File: src/design/adc_conv_pkg.sv
// Shared constants, timing figures and signal bundles of the converter control block
package adc_conv_pkg;

	// Result word and edge counter widths
	localparam int RESULT_BITS      = 16;
	localparam int COUNT_BITS       = 5;

	// Conversion sequence counted in conversion-clock rising edges
	localparam logic [4:0] FIRST_EDGE     = 5'h01;
	localparam logic [4:0] LAST_BIT_EDGE  = 5'h10;
	localparam int         LATCH_EDGE_NUM = 17;
	localparam int         CYCLE_CONV_CLKS = 20;
	localparam int         CONVERT_CLKS   = 16;
	localparam logic [2:0] ACQ_CLKS       = 3'(CYCLE_CONV_CLKS - CONVERT_CLKS);

	// Timing figures and the cycle counts derived from them
	localparam int CLK_PERIOD_NS      = 10;
	localparam int BUSY_DELAY_MAX_NS  = 25;
	localparam int HOLD_DELAY_MAX_NS  = 10;
	localparam int BUSY_DELAY_MAX_CYC = (BUSY_DELAY_MAX_NS / CLK_PERIOD_NS < 1) ? 1 :
		BUSY_DELAY_MAX_NS / CLK_PERIOD_NS;
	localparam int HOLD_DELAY_MAX_CYC = (HOLD_DELAY_MAX_NS / CLK_PERIOD_NS < 1) ? 1 :
		HOLD_DELAY_MAX_NS / CLK_PERIOD_NS;

	// Values after reset, and the trial code loaded when a conversion begins
	localparam logic [15:0] RESULT_RESET = 16'h0000;
	localparam logic [15:0] SAR_RESET    = 16'h0000;
	localparam logic [15:0] SAR_FIRST    = 16'h8000;
	localparam logic [4:0]  COUNT_RESET  = 5'h00;
	localparam logic [2:0]  ACQ_RESET    = 3'h0;

	// Host-side strobes, all active low except the byte-half select
	typedef struct packed {
		logic conversion_start_n;
		logic chip_select_n;
		logic read_n;
		logic byte_high;
	} host_ctrl_s;

	// Parallel data bus towards the pins; en_n low while the block drives
	typedef struct packed {
		logic [15:0] parallel_data_out;
		logic        en_n;
	} data_bus_s;

	typedef enum logic [1:0] {
		ST_IDLE,
		ST_ARMED,
		ST_CONVERT
	} conv_state_e;

endpackage : adc_conv_pkg

File: src/design/sar_result_reg.sv
// Output register that holds the last latched conversion result
module sar_result_reg #(
	parameter int WIDTH = 16
) (
	// Clock and reset
	input  wire logic             clk,
	input  wire logic             reset_n,
	// Load port
	input  wire logic             load,
	input  wire logic [WIDTH-1:0] d,
	// Stored word
	output logic      [WIDTH-1:0] q
);
	import adc_conv_pkg::*;

	always_ff @(posedge clk or negedge reset_n)
	begin
		if (!reset_n)
			q <= WIDTH'(RESULT_RESET);
		else if (load)
			q <= d;
	end

endmodule : sar_result_reg

File: src/design/sar_adc_ctrl.sv
// Conversion control, successive approximation and parallel read-out of the converter
//
// Summary of operation
// RL1: Host supplies conversion clock between 25kHz and 10MHz.
// RL2: Conversion clock period at least 100ns, each phase at least 40ns.
// RL3: Busy starts low; reads and sampling never change it.
// RL4: Busy rises within 25ns once a conversion begins, stays high throughout.
// RL5: Result latched on 17th conversion-clock edge, busy falls within 25ns.
// RL6: Byte select low: full 16-bit result on the data lines.
// RL7: Byte select high: result bits 15..8 on the lower eight lines.
// RL8: An 8-bit host reads low byte first, then high byte.
// RL9: Falling conversion start switches sampling to hold within 10ns.
// RL10: Select must be low at start fall; conversion begins next clock rise.
// RL11: Start must fall 10ns before the clock edge it targets.
// RL12: Start held low never retriggers; a fresh fall is needed.
// RL13: Start high and low phases each at least 20ns.
// RL14: Start pulses ignored until the running conversion finishes or reset.
// RL15: After 16 conversion cycles sampling switches close to acquire again.
// RL16: Host waits at least 400ns of sampling before next start.
// RL17: One conversion cycle including acquisition spans 20 clock cycles.
// RL18: Data outputs released unless select and read strobe are both low.
// RL19: Host keeps read and select low 40ns before taking data.
// RL20: Read strobe high at least 20ns between reads.
// RL21: Host avoids reading near a falling conversion start.
// RL22: Results are two's complement, 7FFF top, 8000 bottom, FFFF below zero.
// RL23: Latched result stays stable until the next conversion latches.
module sar_adc_ctrl (
	// Clock and reset
	input  wire logic                    clk,
	input  wire logic                    reset_n,
	// Conversion clock from the host, sampled as a plain input
	input  wire logic                    conv_clk,
	// Host strobes
	input  wire adc_conv_pkg::host_ctrl_s host,
	// Analog comparator: high when input lies above the trial code
	input  wire logic                    comparator_high,
	// Analog front end control
	output logic [15:0]                  capacitive_dac,
	output logic                         hold_mode,
	// Status
	output logic                         busy,
	output logic                         acq_ready,
	// Parallel data bus
	output adc_conv_pkg::data_bus_s       bus
);
	import adc_conv_pkg::*;

	////////////////////////////////////////////////////////////////////////
	// Declarations

	conv_state_e       state;
	conv_state_e       next_state;
	logic              conv_clk_q;
	logic              start_q;
	logic [4:0]        edge_count;
	logic [2:0]        acq_count;
	logic [15:0]       result;
	logic [15:0]       next_sar;
	logic [15:0]       final_code;
	data_bus_s         next_bus;

	wire  conv_rise;
	wire  start_fall;
	wire  start_accept;
	wire  conv_begin;
	wire  bit_edge;
	wire  latch_now;
	wire  read_active;
	wire  [3:0] bit_idx;

	////////////////////////////////////////////////////////////////////////
	// Functions

	// Keep or drop the trial bit, then try the next lower one
	function automatic logic [15:0] sar_step(input logic [15:0] code, input logic [3:0] idx,
		input logic keep);
		logic [15:0] r;
		r = code;
		if (!keep)
			r[idx] = 1'b0;
		if (idx != 4'h0)
			r[idx - 4'h1] = 1'b1;
		return r;
	endfunction : sar_step

	// Offset binary from the array to two's complement on the bus
	function automatic logic [15:0] to_twos(input logic [15:0] code);
		return {~code[15], code[14:0]};
	endfunction : to_twos

	////////////////////////////////////////////////////////////////////////
	// Decoding

	assign conv_rise    = conv_clk & ~conv_clk_q;
	assign start_fall   = start_q & ~host.conversion_start_n;
	// Further falls are lost while armed or converting, so a held-low start never retriggers
	assign start_accept = start_fall & ~host.chip_select_n & (state == ST_IDLE); // RL10 RL12 RL14
	assign conv_begin   = (state == ST_ARMED) & conv_rise; // RL10
	assign bit_edge     = (state == ST_CONVERT) & conv_rise;
	assign latch_now    = bit_edge & (edge_count == LAST_BIT_EDGE); // RL5
	assign bit_idx      = 4'(COUNT_BITS'(LAST_BIT_EDGE) - edge_count);
	assign next_sar     = sar_step(capacitive_dac, bit_idx, comparator_high);
	assign final_code   = to_twos(next_sar); // RL22
	assign read_active  = ~host.chip_select_n & ~host.read_n;

	// High half goes to the low lanes; the idle upper lanes read zero
	assign next_bus.parallel_data_out = host.byte_high ? {8'h00, result[15:8]} : result; // RL6 RL7
	assign next_bus.en_n              = ~read_active; // RL18

	always_comb
	begin
		next_state = state;
		case (state)
			ST_IDLE:    if (start_accept) next_state = ST_ARMED;
			ST_ARMED:   if (conv_begin)   next_state = ST_CONVERT;
			ST_CONVERT: if (latch_now)    next_state = ST_IDLE; // RL14
			default:    next_state = ST_IDLE;
		endcase
	end

	////////////////////////////////////////////////////////////////////////
	// Sequencing

	always_ff @(posedge clk or negedge reset_n)
	begin
		if (!reset_n)
		begin
			state      <= ST_IDLE;
			conv_clk_q <= 1'b0;
			start_q    <= 1'b1;
		end
		else
		begin
			state      <= next_state;
			conv_clk_q <= conv_clk;
			start_q    <= host.conversion_start_n;
		end
	end

	// Busy follows conversion only; reads and sampling never touch it
	always_ff @(posedge clk or negedge reset_n)
	begin
		if (!reset_n)
			busy <= 1'b0; // RL3
		else if (conv_begin)
			busy <= 1'b1; // RL4
		else if (latch_now)
			busy <= 1'b0; // RL5
	end

	// Hold engages on the accepted fall, releases when the last bit resolves
	always_ff @(posedge clk or negedge reset_n)
	begin
		if (!reset_n)
			hold_mode <= 1'b0;
		else if (start_accept)
			hold_mode <= 1'b1; // RL9
		else if (latch_now)
			hold_mode <= 1'b0; // RL15
	end

	always_ff @(posedge clk or negedge reset_n)
	begin
		if (!reset_n)
		begin
			edge_count     <= COUNT_RESET;
			capacitive_dac <= SAR_RESET;
		end
		else if (conv_begin)
		begin
			edge_count     <= FIRST_EDGE;
			capacitive_dac <= SAR_FIRST;
		end
		else if (bit_edge)
		begin
			edge_count     <= edge_count + 5'h01;
			capacitive_dac <= next_sar;
		end
	end

	// Acquisition spans the remaining clocks of the 20-clock cycle
	always_ff @(posedge clk or negedge reset_n)
	begin
		if (!reset_n)
			acq_count <= ACQ_RESET;
		else if (start_accept || latch_now)
			acq_count <= ACQ_RESET;
		else if (conv_rise && state == ST_IDLE && acq_count != ACQ_CLKS)
			acq_count <= acq_count + 3'h1; // RL17
	end

	always_ff @(posedge clk or negedge reset_n)
	begin
		if (!reset_n)
			acq_ready <= 1'b0;
		else
			acq_ready <= (state == ST_IDLE) && !latch_now && (acq_count == ACQ_CLKS); // RL17
	end

	// Bus is registered so every pin comes from a flop; costs one cycle of access time
	always_ff @(posedge clk or negedge reset_n)
	begin
		if (!reset_n)
			bus <= '{parallel_data_out: RESULT_RESET, en_n: 1'b1};
		else
			bus <= next_bus; // RL18
	end

	////////////////////////////////////////////////////////////////////////
	// Result register

	sar_result_reg #(
		.WIDTH (RESULT_BITS)
	) u_result (
		.clk     (clk),
		.reset_n (reset_n),
		.load    (latch_now), // RL5 RL23
		.d       (final_code),
		.q       (result)
	);

	////////////////////////////////////////////////////////////////////////
	// Checks

	// Rises counted apart from the bit counter, begin rise included, so a wrong latch edge shows
	logic [4:0] rise_total;

	always_ff @(posedge clk or negedge reset_n)
	begin
		if (!reset_n)
			rise_total <= COUNT_RESET;
		else if (conv_begin)
			rise_total <= FIRST_EDGE;
		else if (conv_rise && busy)
			rise_total <= rise_total + 5'h01;
	end
endmodule : sar_adc_ctrl

File: config.mk
export PLATFORM = sky130hd
export DESIGN_NAME = sar_adc_ctrl
export DESIGN_NICKNAME = d
export VERILOG_FILES = /design/src/design/adc_conv_pkg.sv /design/src/design/sar_result_reg.sv /design/src/design/sar_adc_ctrl.sv
export SDC_FILE = /design/constraint.sdc
export NUM_CORES = 1
export LEC_CHECK = 0
export ABC_AREA = 0
export ABC_CLOCK_PERIOD_IN_PS = 2100
export BUFFER_PORTS_ARGS = -buffer_cell sky130_fd_sc_hd__buf_4
export CAP_MARGIN = 40
export CORE_UTILIZATION = 51
export DETAILED_ROUTE_END_ITERATION = 8
export PLACE_DENSITY_LB_ADDON = 0.2
export SYNTH_ARGS = -nofsm -noshare
export SYNTH_HDL_FRONTEND = slang
export SYNTH_SLANG_ARGS = --single-unit
export TNS_END_PERCENT = 30
File: constraint.sdc
create_clock -name clk -period 2.1 [get_ports clk]
set_input_delay 0.525 -clock clk [delete_from_list [all_inputs] [get_ports clk]]
set_output_delay 0.525 -clock clk [all_outputs]
set_load 0.05 [all_outputs]
Yosys cells after proc, flatten, opt, wreduce, memory -nomap -nowiden

Cells that the tools add are included.

Register bits: 64
Bits of input ports: 8
Word-level logic and storage cells: 80
Output and inout port bits: 36

Muxes and demuxes: 20
Order comparisons: 4
Reduce and logical (&&, ||, !) cells: 15
Equal/unequal tests: 8
Bitwise logic cells: 17
Add/sub/neg operators: 4

Operators by type and width:

| operator                                                    | count |
|---|---|
| 2-to-1 mux 16 bit                                           | 5 |
| bitwise AND 16 bit                                          | 1 |
| NOT 16 bit                                                  | 1 |
| bitwise OR 16 bit                                           | 1 |
| less-than comparator 4 x 5 -> 1 bit (second input constant) | 2 |
| 2-to-1 mux 5 bit                                            | 2 |
| bitwise AND 1 bit                                           | 8 |
| demux 1 bit (select 4 bit)                                  | 2 |
| >= comparator 4 x 1 -> 1 bit (second input constant)        | 2 |
| nonzero test 2 bit                                          | 4 |
| logical AND 1 bit                                           | 6 |
| 2-to-1 mux 2 bit                                            | 3 |
| 2-to-1 mux 3 bit                                            | 2 |
| != test 2 bit (second input constant)                       | 3 |
| NOT 1 bit                                                   | 6 |
| one-hot mux 2 bit (3 select lines)                          | 1 |
| adder 5 x 1 -> 5 bit (second input constant)                | 1 |
| == test 5 bit (second input constant)                       | 1 |
| 2-to-1 mux 1 bit                                            | 5 |
| nonzero test 4 bit                                          | 1 |
| subtractor 1 x 4 -> 4 bit (first input constant)            | 1 |
| subtractor 4 x 1 -> 4 bit (second input constant)           | 1 |
| adder 3 x 1 -> 3 bit (second input constant)                | 1 |
| == test 3 bit (second input constant)                       | 1 |
| 7 further kinds                                             | 7 |

Logic depth before layout (Yosys ltp)

Gate-level depths: netlist (run 1).

Word-level depth: 12
Mapped depth: 9
Mapped depth without buffers: 7

By module

From an unflattened synthesis (run 1), not the netlist that was laid out.

Cells, all modules: 303
Area total of the unflattened synthesis: 3261.9 µm²

Modules (own cells, without submodules):

| module         | area an instance (µm²) | instances | cells each |
|---|---|---|---|
| sar_adc_ctrl   | 2612.5                 | 1         | 269 |
| sar_result_reg | 649.4                  | 1         | 34 |

Worst setup path after synthesis (run 1)

No wires, ideal clock.

Path kind: reg2reg
Start: reg edge_count[0]
End: reg u_result.q[6]
Data arrival time: 1998 ps
Setup slack: -23 ps
Library setup time: 125 ps
Stages on the path, launching flop included: 8
Period minus slack after synthesis: 2123 ps
Buffers on the path: 1
Path through: dfrtp_1 > buf_6 > inv_1 > ha_1 > or2b_1 > or4_1 > a32o_1 > mux2_2

Longest elaborated chain between the ends: 10

RTL lines:

| item                                                                                         | RTL line             | source |
|---|---|---|
| start: declaration                                                                           | sar_adc_ctrl.sv:55   | `logic [4:0] edge_count;` |
| start signal: assignment                                                                     | sar_adc_ctrl.sv:176  | `edge_count <= edge_count + 5'h01;` |
| parallel branches: the longest is 10 deep, another holds less-than comparator 4 x 5 -> 1 bit | n/a                  |  |
| end signal: assignment                                                                       | sar_result_reg.sv:19 | `q <= WIDTH'(RESULT_RESET);` |
| end: declaration                                                                             | sar_result_reg.sv:12 | `output logic [WIDTH-1:0] q` |

Parallel ways; which one is timed is not known.
A chain may end at the register's enable or synchronous reset.

Final worst setup path (run 1)

Start: reg edge_count[1]
End: reg u_result.q[5]

The elaborated chain is that of the path after synthesis.

==> results of run 1 <==
==> layout make-up <==
cell class                      instances  share of cell area [%]
Clock buffer                           10                    3.42
Timing Repair Buffer                   69                    14.2
Tap cell                               72                    2.42
Clock inverter                          6                    1.61
Sequential cell                        64                    43.0
Inverter                                9                   0.906
Multi-Input combinational cell        195                    34.4
==> stage by stage <==
stage	hold slack, ns	setup WS [ns]	std cells
finish	0.0861	0.123	425
detailed placement	0.460	0.0306	409
global route	0.104	-0.0172	425
floorplan	0.229	0.0314	285
global placement	0.456	0.111	409
CTS	0.0830	0.0154	425
==> critical path, cell delays in order, from the launching register on <==
cell	delay, ns
sky130_fd_sc_hd__dfrtp_1	0.42
sky130_fd_sc_hd__inv_1	0.10
sky130_fd_sc_hd__ha_2	0.29
sky130_fd_sc_hd__buf_4	0.18
sky130_fd_sc_hd__nor3_1	0.05
sky130_fd_sc_hd__a21oi_1	0.11
sky130_fd_sc_hd__o32ai_1	0.14
sky130_fd_sc_hd__a32o_1	0.31
sky130_fd_sc_hd__mux2_2	0.26
==> cell families (layout without fill, tap and decap cells) <==
group,count (synthesis),after routing
AO/OA/AOI/OAI,70,70
XOR/XNOR,6,6
adder cells (fa/ha/maj),6,6
buffers and inverters,26,94
flip-flops,64,64
multiplexers,16,16
AND/OR/NAND/NOR,97,97
==> flip-flops by register name (all words and copies together), names as in the netlist <==
| register | count |
|---|---|
| u_result.q | 16 |
| acq_ready | 1 |
| bus | 17 |
| state | 2 |
| capacitive_dac | 16 |
| edge_count | 5 |
| conv_clk_q | 1 |
| hold_mode | 1 |
| start_q | 1 |
| acq_count | 3 |
| busy | 1 |
==> power by group through the flow <==
stage / clock [mW] / combinational [mW] / sequential, mW
after global routing: 1.10 / 2.16 / 1.64
final: 1.01 / 1.99 / 1.62
after CTS: 1.04 / 1.98 / 1.61
after global placement: 0 / 1.97 / 1.63
after floorplan: 0 / 0.939 / 1.95
after detailed placement: 0 / 1.98 / 1.63
==> cells in the mapped netlist (2+ instances only) <==
cell type and count:
sky130_fd_sc_hd__nand3_1 7, sky130_fd_sc_hd__nand3b_1 2, sky130_fd_sc_hd__o32ai_1 2, sky130_fd_sc_hd__mux2i_1 2, sky130_fd_sc_hd__a31oi_1 7, sky130_fd_sc_hd__nand4_1 3
sky130_fd_sc_hd__ha_1 6, sky130_fd_sc_hd__nor2b_1 14, sky130_fd_sc_hd__o31a_1 2, sky130_fd_sc_hd__inv_1 8, sky130_fd_sc_hd__o21ai_0 24, sky130_fd_sc_hd__xnor2_1 3
sky130_fd_sc_hd__mux2_2 14, sky130_fd_sc_hd__a21oi_1 12, sky130_fd_sc_hd__a32o_1 3, sky130_fd_sc_hd__xor2_1 2, sky130_fd_sc_hd__nand2_1 35, sky130_fd_sc_hd__or3_1 2
sky130_fd_sc_hd__a21boi_0 2, sky130_fd_sc_hd__nor2_1 14, sky130_fd_sc_hd__nand2b_1 3, sky130_fd_sc_hd__dfstp_2 2, sky130_fd_sc_hd__nor3_1 9, sky130_fd_sc_hd__a22oi_1 4
sky130_fd_sc_hd__o31ai_1 2, sky130_fd_sc_hd__a311oi_1 2, sky130_fd_sc_hd__dfrtp_1 62, sky130_fd_sc_hd__buf_2 3, sky130_fd_sc_hd__clkbuf_1 13, sky130_fd_sc_hd__a22o_1 4
==> repair_timing <==
| action | in CTS | in global routing |
|---|---|---|
| hold buffers | 0 | 0 |
| buffers inserted | 0 | 0 |
| gates resized for setup | 0 | 2 |
| setup endpoints to repair | 0 | 19 |
==> metal layers <==
| metal | track usage (%) | part of all wire (%) |
|---|---|---|
| met3 | 5.81 | 4.4 |
| met1 | 36.1 | 47 |
| met5 | 0 | 0 |
| met4 | 8.89 | 2.0 |
| met2 | 37.0 | 46 |
==> worst max path at each step <==
stage | startpoint | endpoint | slack (ns) | cells past startpoint
6_report | edge_count[1]$_DFFE_PN0P_ | u_result.q[5]$_DFFE_PN0P_ | 0.12 | 8
5_1_grt | edge_count[1]$_DFFE_PN0P_ | capacitive_dac[14]$_DFFE_PN0P_ | -0.02 | 8
4_1_cts | edge_count[1]$_DFFE_PN0P_ | u_result.q[5]$_DFFE_PN0P_ | 0.02 | 8
3_5_place_dp | edge_count[1]$_DFFE_PN0P_ | u_result.q[5]$_DFFE_PN0P_ | 0.03 | 8
3_3_place_gp | edge_count[1]$_DFFE_PN0P_ | u_result.q[5]$_DFFE_PN0P_ | 0.11 | 8
2_1_floorplan | edge_count[0]$_DFFE_PN0P_ | u_result.q[6]$_DFFE_PN0P_ | 0.03 | 7
==> cells in the final DEF, fill, tap and decap left out, drive strengths merged, types with 9 or more instances in the layout <==
cell	n
buf	69
dfrtp	62
nand2	35
o21ai	24
nor2	15
mux2	14
nor2b	14
a21oi	12
clkbuf	10
nor3	9
==> parameters.txt, run 1 <==
Parameter                              Value

Outcome
  Run status ... finished, final reports clean

Die
  Die boundary height ... 78.4 um
  DIE AREA ... 6140 sq um
  Die width ... 78.4 um
  Total core area ... 5570 sq um
  Std cell rows ... 27
  IO Count ... 44
  Initial core utilization ... 53.4%

Power and ir drop
  Comb power frac ... 43.1%
  Leakage ... 1.78 nW
  Power Dens Cells ... 1240 nW/um^2
  Maximum vdd drop ... 0.705 mV
  Switching share of power ... 41.6%
  Design internal power ... 2.70 mW
  Sw Pwr ... 1.92 mW
  Share of power burned in the clock network ... 21.9%
  Final Power ... 4.62 mW
  Proportion of power drawn by flip-flops and latches ... 35.0%

Detailed routing
  Number of vias per cell after detailed routing ... 5.54
  Number of vias in the routed layout ... 2353
  Iteration count of the initial detailed-routing pass ... 4
  Number of antenna-violating nets in the routed design ... 0
  First-iteration detailed-routing DRC count ... 138
  Remaining design rule violation count ... 0
  Average wire per standard cell ... 16.2 um
  DRT Wirelength ... 6860 um

Logic synthesis
  Instance count of the mapped netlist ... 285
  Share of synthesized area occupied by flip-flops and latches ... 53.9%
  Share of the synthesized netlist area taken by xor and xnor gates ... 2.02%
  Fraction of post-synthesis cell area in the top cell type by area ... 52.2%
  Ranking of synthesized cells by area ... sky130_fd_sc_hd__dfrtp_1 (52%), sky130_fd_sc_hd__mux2_2 (5.3%), sky130_fd_sc_hd__nand2_1 (4.4%), sky130_fd_sc_hd__o21ai_0 (4.0%), sky130_fd_sc_hd__nor2b_1 (2.9%)
  Mean post-synth cell area ... 10.4 sq um
  Mux share of post-synthesis cell area ... 5.97%
  Number of nets in the synthesized netlist ... 299
  Fraction of the mapped netlist area in simple logic gates ... 16.6%
  Main combinational cell family by area after synthesis ... simple AND/OR/NAND/NOR gates
  Syn Std Cell Area ... 2970 sq um
  Number of enable flip-flop cells after synthesis ... 0
  Most used flip-flop cell after synthesis ... sky130_fd_sc_hd__dfrtp_1
  Number of warnings reported in the yosys synthesis log ... 0
  Share of the synthesized area in compound gates (AO/OA/AOI/OAI) ... 15.3%
  Flip-flop and latch count after synthesis ... 64
  Share of synthesized registers carrying an async set or reset ... 100%
  Post-synthesis cell type with the largest combined area ... sky130_fd_sc_hd__dfrtp_1
  Count of unique library cells instantiated by Yosys ... 47
  Share of synthesized cell area in full adder, half adder and majority cells ... 2.52%

GRT
  Pin count of the biggest net entering global routing ... 40
  Total gr overflow ... 0
  Wire length of the first global-routing pass ... 11400 um
  Vias in the first global route ... 2187
  Initial antenna violation count ... 0
  Total global routing track utilization ... 25.1%

STA
  Time the worst path needs with I/O delays and setup ... 1.98 ns
  Final count of pins violating max slew ... 0
  Share of the clock period used by the worst path ... 94.2%
  Worst Tran Pin Value ... 0.477 ns
  Setup TNS Final ... 0 ns
  Max-slew headroom ... 68.1%
  Setup violations, final ... 0
  Final count of hold timing violations ... 0
  Setup repair after global routing missed its margin ... yes
  Fmax ... 506 MHz
  Max Clock Skew ... 0.00697 ns

Finish
  Syn-to-layout area delta ... 25.4%
  Count of antenna diodes in the layout ... 0
  Filler instances ... 486
  Area used by multi-input combinational logic ... 1280 sq um
  Final Instance Area ... 3730 sq um
  Sequential cell area ... 1600 sq um
  Post-route core utilization ... 66.9%
  Fin nets ... 362
  Layout cell share with drive strength beyond 1 ... 30.9%

Placed design
  Buffers added on ports ... 43
  Half-perimeter wire length after detailed placement ... 5050 um
  Post-detailed-placement cell area ... 3530 sq um
  Global placer's final weighted congestion ... 0.892

Setup path
  Number of cell instances on the worst register-to-register path ... 8
  Worst setup SP type ... flip-flop
  Reg2reg setup slack ... 0.12 ns
  Crit Path Max Fanout ... 11
  Endpoint class of the critical path ... flip-flop
  Critical Path RT ... 2.33 ns
  CP arrival ... 2.21 ns
  Start-to-end type of the worst setup path ... flip-flop to flip-flop
  Startpoint of the worst-slack reg-to-reg timing path ... edge_count[1]$_DFFE_PN0P_
  Critical R2R Capture ... u_result.q[5]$_DFFE_PN0P_

Hold path
  Type of the worst min-delay path ... input port to async pin

Clock tree
  TritonCTS clock tree ... built
  Cell at the root of the clock tree ... sky130_fd_sc_hd__clkbuf_8
  Clock latency of the later-clocked register in the worst-skew pair ... 0.34 ns
  Maximum level of the CTS H-tree ... 3
  Clock Pin Slew Worst Setup and Hold Paths ... 0.07 ns
  Number of buffers created by CTS ... 9
  Max Buffers Root-to-Sink ... 2
  Total number of clock tree sinks ... 64

Job
  Maximum capacitance violations ... 0
Note: power is estimated with default switching activity, not from simulation.
==> run 2, diff against run 1 <==
--- a/config.mk
+++ b/config.mk
@@ -11,6 +11,7 @@
 export CAP_MARGIN = 40
 export CORE_UTILIZATION = 51
 export DETAILED_ROUTE_END_ITERATION = 8
+export MAX_ROUTING_LAYER = met4
 export PLACE_DENSITY_LB_ADDON = 0.2
 export SYNTH_ARGS = -nofsm -noshare
 export SYNTH_HDL_FRONTEND = slang
==> run 2 against run 1 <==
Against the previous run: first-iteration DRC count increased by 31%; design area is 1.1% lower; total power shrank 0.69%; count of clock-buffer cells in the layout did not move; clock power about the same; die area unchanged; sequential cell count stayed put; non-clock buffer count shrank 3; fmax fell by 2.1%; clock skew about the same; core utilization down 0.72 points; critical endpoint unchanged.
==> parameters.txt, run 2 (synthesis results as in run 1) <==
Parameter                              Value

Outcome
  Run status ... finished, final reports clean

Die
  Die width ... 78.4 um
  Std cell rows ... 27
  Die boundary height ... 78.4 um
  Initial core utilization ... 53.4%
  Total core area ... 5570 sq um
  IO Count ... 44
  DIE AREA ... 6140 sq um

GRT
  Vias in the first global route ... 2210
  Wire length of the first global-routing pass ... 11600 um
  Total global routing track utilization ... 25.9%
  Initial antenna violation count ... 0
  Pin count of the biggest net entering global routing ... 65
  Total gr overflow ... 0

Job
  Maximum capacitance violations ... 0

STA
  Final count of hold timing violations ... 0
  Worst Tran Pin Value ... 0.777 ns
  Final count of pins violating max slew ... 0
  Share of the clock period used by the worst path ... 96.2%
  Worst hold margin ... 0.272 ns
  Setup repair after global routing missed its margin ... no
  Setup TNS Final ... 0 ns
  Time the worst path needs with I/O delays and setup ... 2.02 ns
  Setup violations, final ... 0
  Max Clock Skew ... 0.00723 ns
  Max-slew headroom ... 48.2%
  Fmax ... 495 MHz
  PnR worst setup slack ... 0.0808 ns

Placed design
  Post-detailed-placement cell area ... 3500 sq um
  Global placer's final weighted congestion ... 0.864
  Buffers added on ports ... 43
  Half-perimeter wire length after detailed placement ... 4990 um
  Total instance count after detailed placement ... 406
  Setup slack at placement ... 0.0765 ns

Clock tree
  Clock latency of the later-clocked register in the worst-skew pair ... 0.33 ns
  Number of gates given a new drive strength after cts ... 0
  Clock Pin Slew Worst Setup and Hold Paths ... 0.07 ns
  Max Buffers Root-to-Sink ... 2
  Post-CTS setup buffer count ... 0
  TritonCTS clock tree ... built
  Total number of clock tree sinks ... 64
  Maximum level of the CTS H-tree ... 3
  Cell at the root of the clock tree ... sky130_fd_sc_hd__clkbuf_8
  Number of buffers created by CTS ... 9
  # hold bufs at CTS ... 0

Power and ir drop
  Final Power ... 4.59 mW
  Power Dens Cells ... 1240 nW/um^2
  Leakage ... 1.76 nW
  Maximum vdd drop ... 0.831 mV

Finish
  Most common library cell in the layout ignoring fill and taps ... sky130_fd_sc_hd__buf_4
  Syn-to-layout area delta ... 24.1%
  Largest registers ... bus (17), capacitive_dac (16), u_result.q (16)
  Most flops, register ... bus
  Fin nets ... 359
  Layout cell share with drive strength beyond 1 ... 30.3%
  Post-route core utilization ... 66.2%
  Commonest cells after routing, fill and taps aside ... sky130_fd_sc_hd__buf_4 (66), sky130_fd_sc_hd__dfrtp_1 (62), sky130_fd_sc_hd__nand2_1 (35), sky130_fd_sc_hd__o21ai_0 (24)
  Final Instance Count excl. Fillers ... 422
  Number of flip-flops in the largest register ... 17
  Final Instance Area ... 3690 sq um
  Count of antenna diodes in the layout ... 0
  Filler instances ... 462

Setup path
  Top Family by Delay on Critical Path ... flip-flops
  Endpoint class of the critical path ... flip-flop
  Startpoint of the worst-slack reg-to-reg timing path ... edge_count[1]$_DFFE_PN0P_
  Start-to-end type of the worst setup path ... flip-flop to flip-flop
  Crit path cell chain ... inv_1, ha_2, nand2_1, nor3_1, a21boi_0, a32o_1, mux2_2
  Slowest stage cell on the critical path ... sky130_fd_sc_hd__dfrtp_1
  Critical R2R Capture ... u_result.q[5]$_DFFE_PN0P_
  CP arrival ... 2.23 ns
  Highest cell delay on the worst timing path ... 0.42 ns
  Count of cell instances traversed by the critical path ... 7
  Worst Setup EP ... u_result.q[5]$_DFFE_PN0P_
  Count of buffering cells on the critical path with inverters included ... 1
  Critical Path RT ... 2.31 ns
  Reg2reg setup slack ... 0.08 ns
  Source of the critical timing path ... edge_count[1]$_DFFE_PN0P_
  Crit Path Max Fanout ... 11
  Number of cell instances on the worst register-to-register path ... 7
  Worst setup SP type ... flip-flop

Detailed routing
  Iteration count of the initial detailed-routing pass ... 4
  DRT Wirelength ... 6880 um
  Number of antenna-violating nets in the routed design ... 0
  Number of vias per cell after detailed routing ... 5.50
  Average wire per standard cell ... 16.3 um
  First-iteration detailed-routing DRC count ... 181
  Remaining design rule violation count ... 0
  Number of vias in the routed layout ... 2320

Hold path
  Type of the worst min-delay path ... input port to async pin
run 2: changes by cell type in the layout (fill, tap and decap cells not counted):
cell and change:
sky130_fd_sc_hd__buf_12 -1, sky130_fd_sc_hd__buf_4 -2, sky130_fd_sc_hd__ha_1 -1, sky130_fd_sc_hd__ha_2 +1, sky130_fd_sc_hd__xnor2_1 +1, sky130_fd_sc_hd__xnor2_2 -1
run 2: how the worst min path moves through the flow:
stage                                    startpoint                        end  slack, ns  depth (start not counted)
after floorplan                             reset_n   acq_count[0]$_DFFE_PN0P_       0.23                          0
after global placement    u_result.q[2]$_DFFE_PN0P_  u_result.q[2]$_DFFE_PN0P_       0.46                          2
after detailed placement  u_result.q[2]$_DFFE_PN0P_  u_result.q[2]$_DFFE_PN0P_       0.47                          2
after CTS                                   host[3]          start_q$_DFF_PN1_       0.29                          1
after global routing                        host[3]          start_q$_DFF_PN1_       0.29                          1
final                                       reset_n           bus[8]$_DFF_PN0_       0.27                          1
run 2: final cells by class:
| class | count | area, sq um | area share, % |
|---|---|---|---|
| tap | 72 | 90.1 | 2.44 |
| clock inverter | 6 | 60.1 | 1.63 |
| multi-input combinational | 195 | 1280 | 34.7 |
| sequential | 64 | 1600 | 43.5 |
| inverter | 9 | 33.8 | 0.916 |
| clock buffer | 10 | 128 | 3.46 |
| timing repair buffer | 66 | 495 | 13.4 |
run 2: report_power, final:
part | internal [mW] | switching [mW]
combinational | 0.723 | 1.26
sequential | 1.41 | 0.188
clock | 0.542 | 0.466
total | 2.68 | 1.91
run 2: metal layers:
metal,vias up,track usage [%],wire [um]
met5,-,-,0
met4,0,7.22,54
li1,1132,-,-
met1,1121,36.2,3290
met3,6,5.58,290
met2,61,38.2,3240
run 2: worst reg2reg max path, cell delays in order (launching register included):
cell                       delay, ns
sky130_fd_sc_hd__dfrtp_1        0.42
sky130_fd_sc_hd__inv_1          0.13
sky130_fd_sc_hd__ha_2           0.30
sky130_fd_sc_hd__nand2_1        0.10
sky130_fd_sc_hd__nor3_1         0.29
sky130_fd_sc_hd__a21boi_0       0.15
sky130_fd_sc_hd__a32o_1         0.25
sky130_fd_sc_hd__mux2_2         0.26
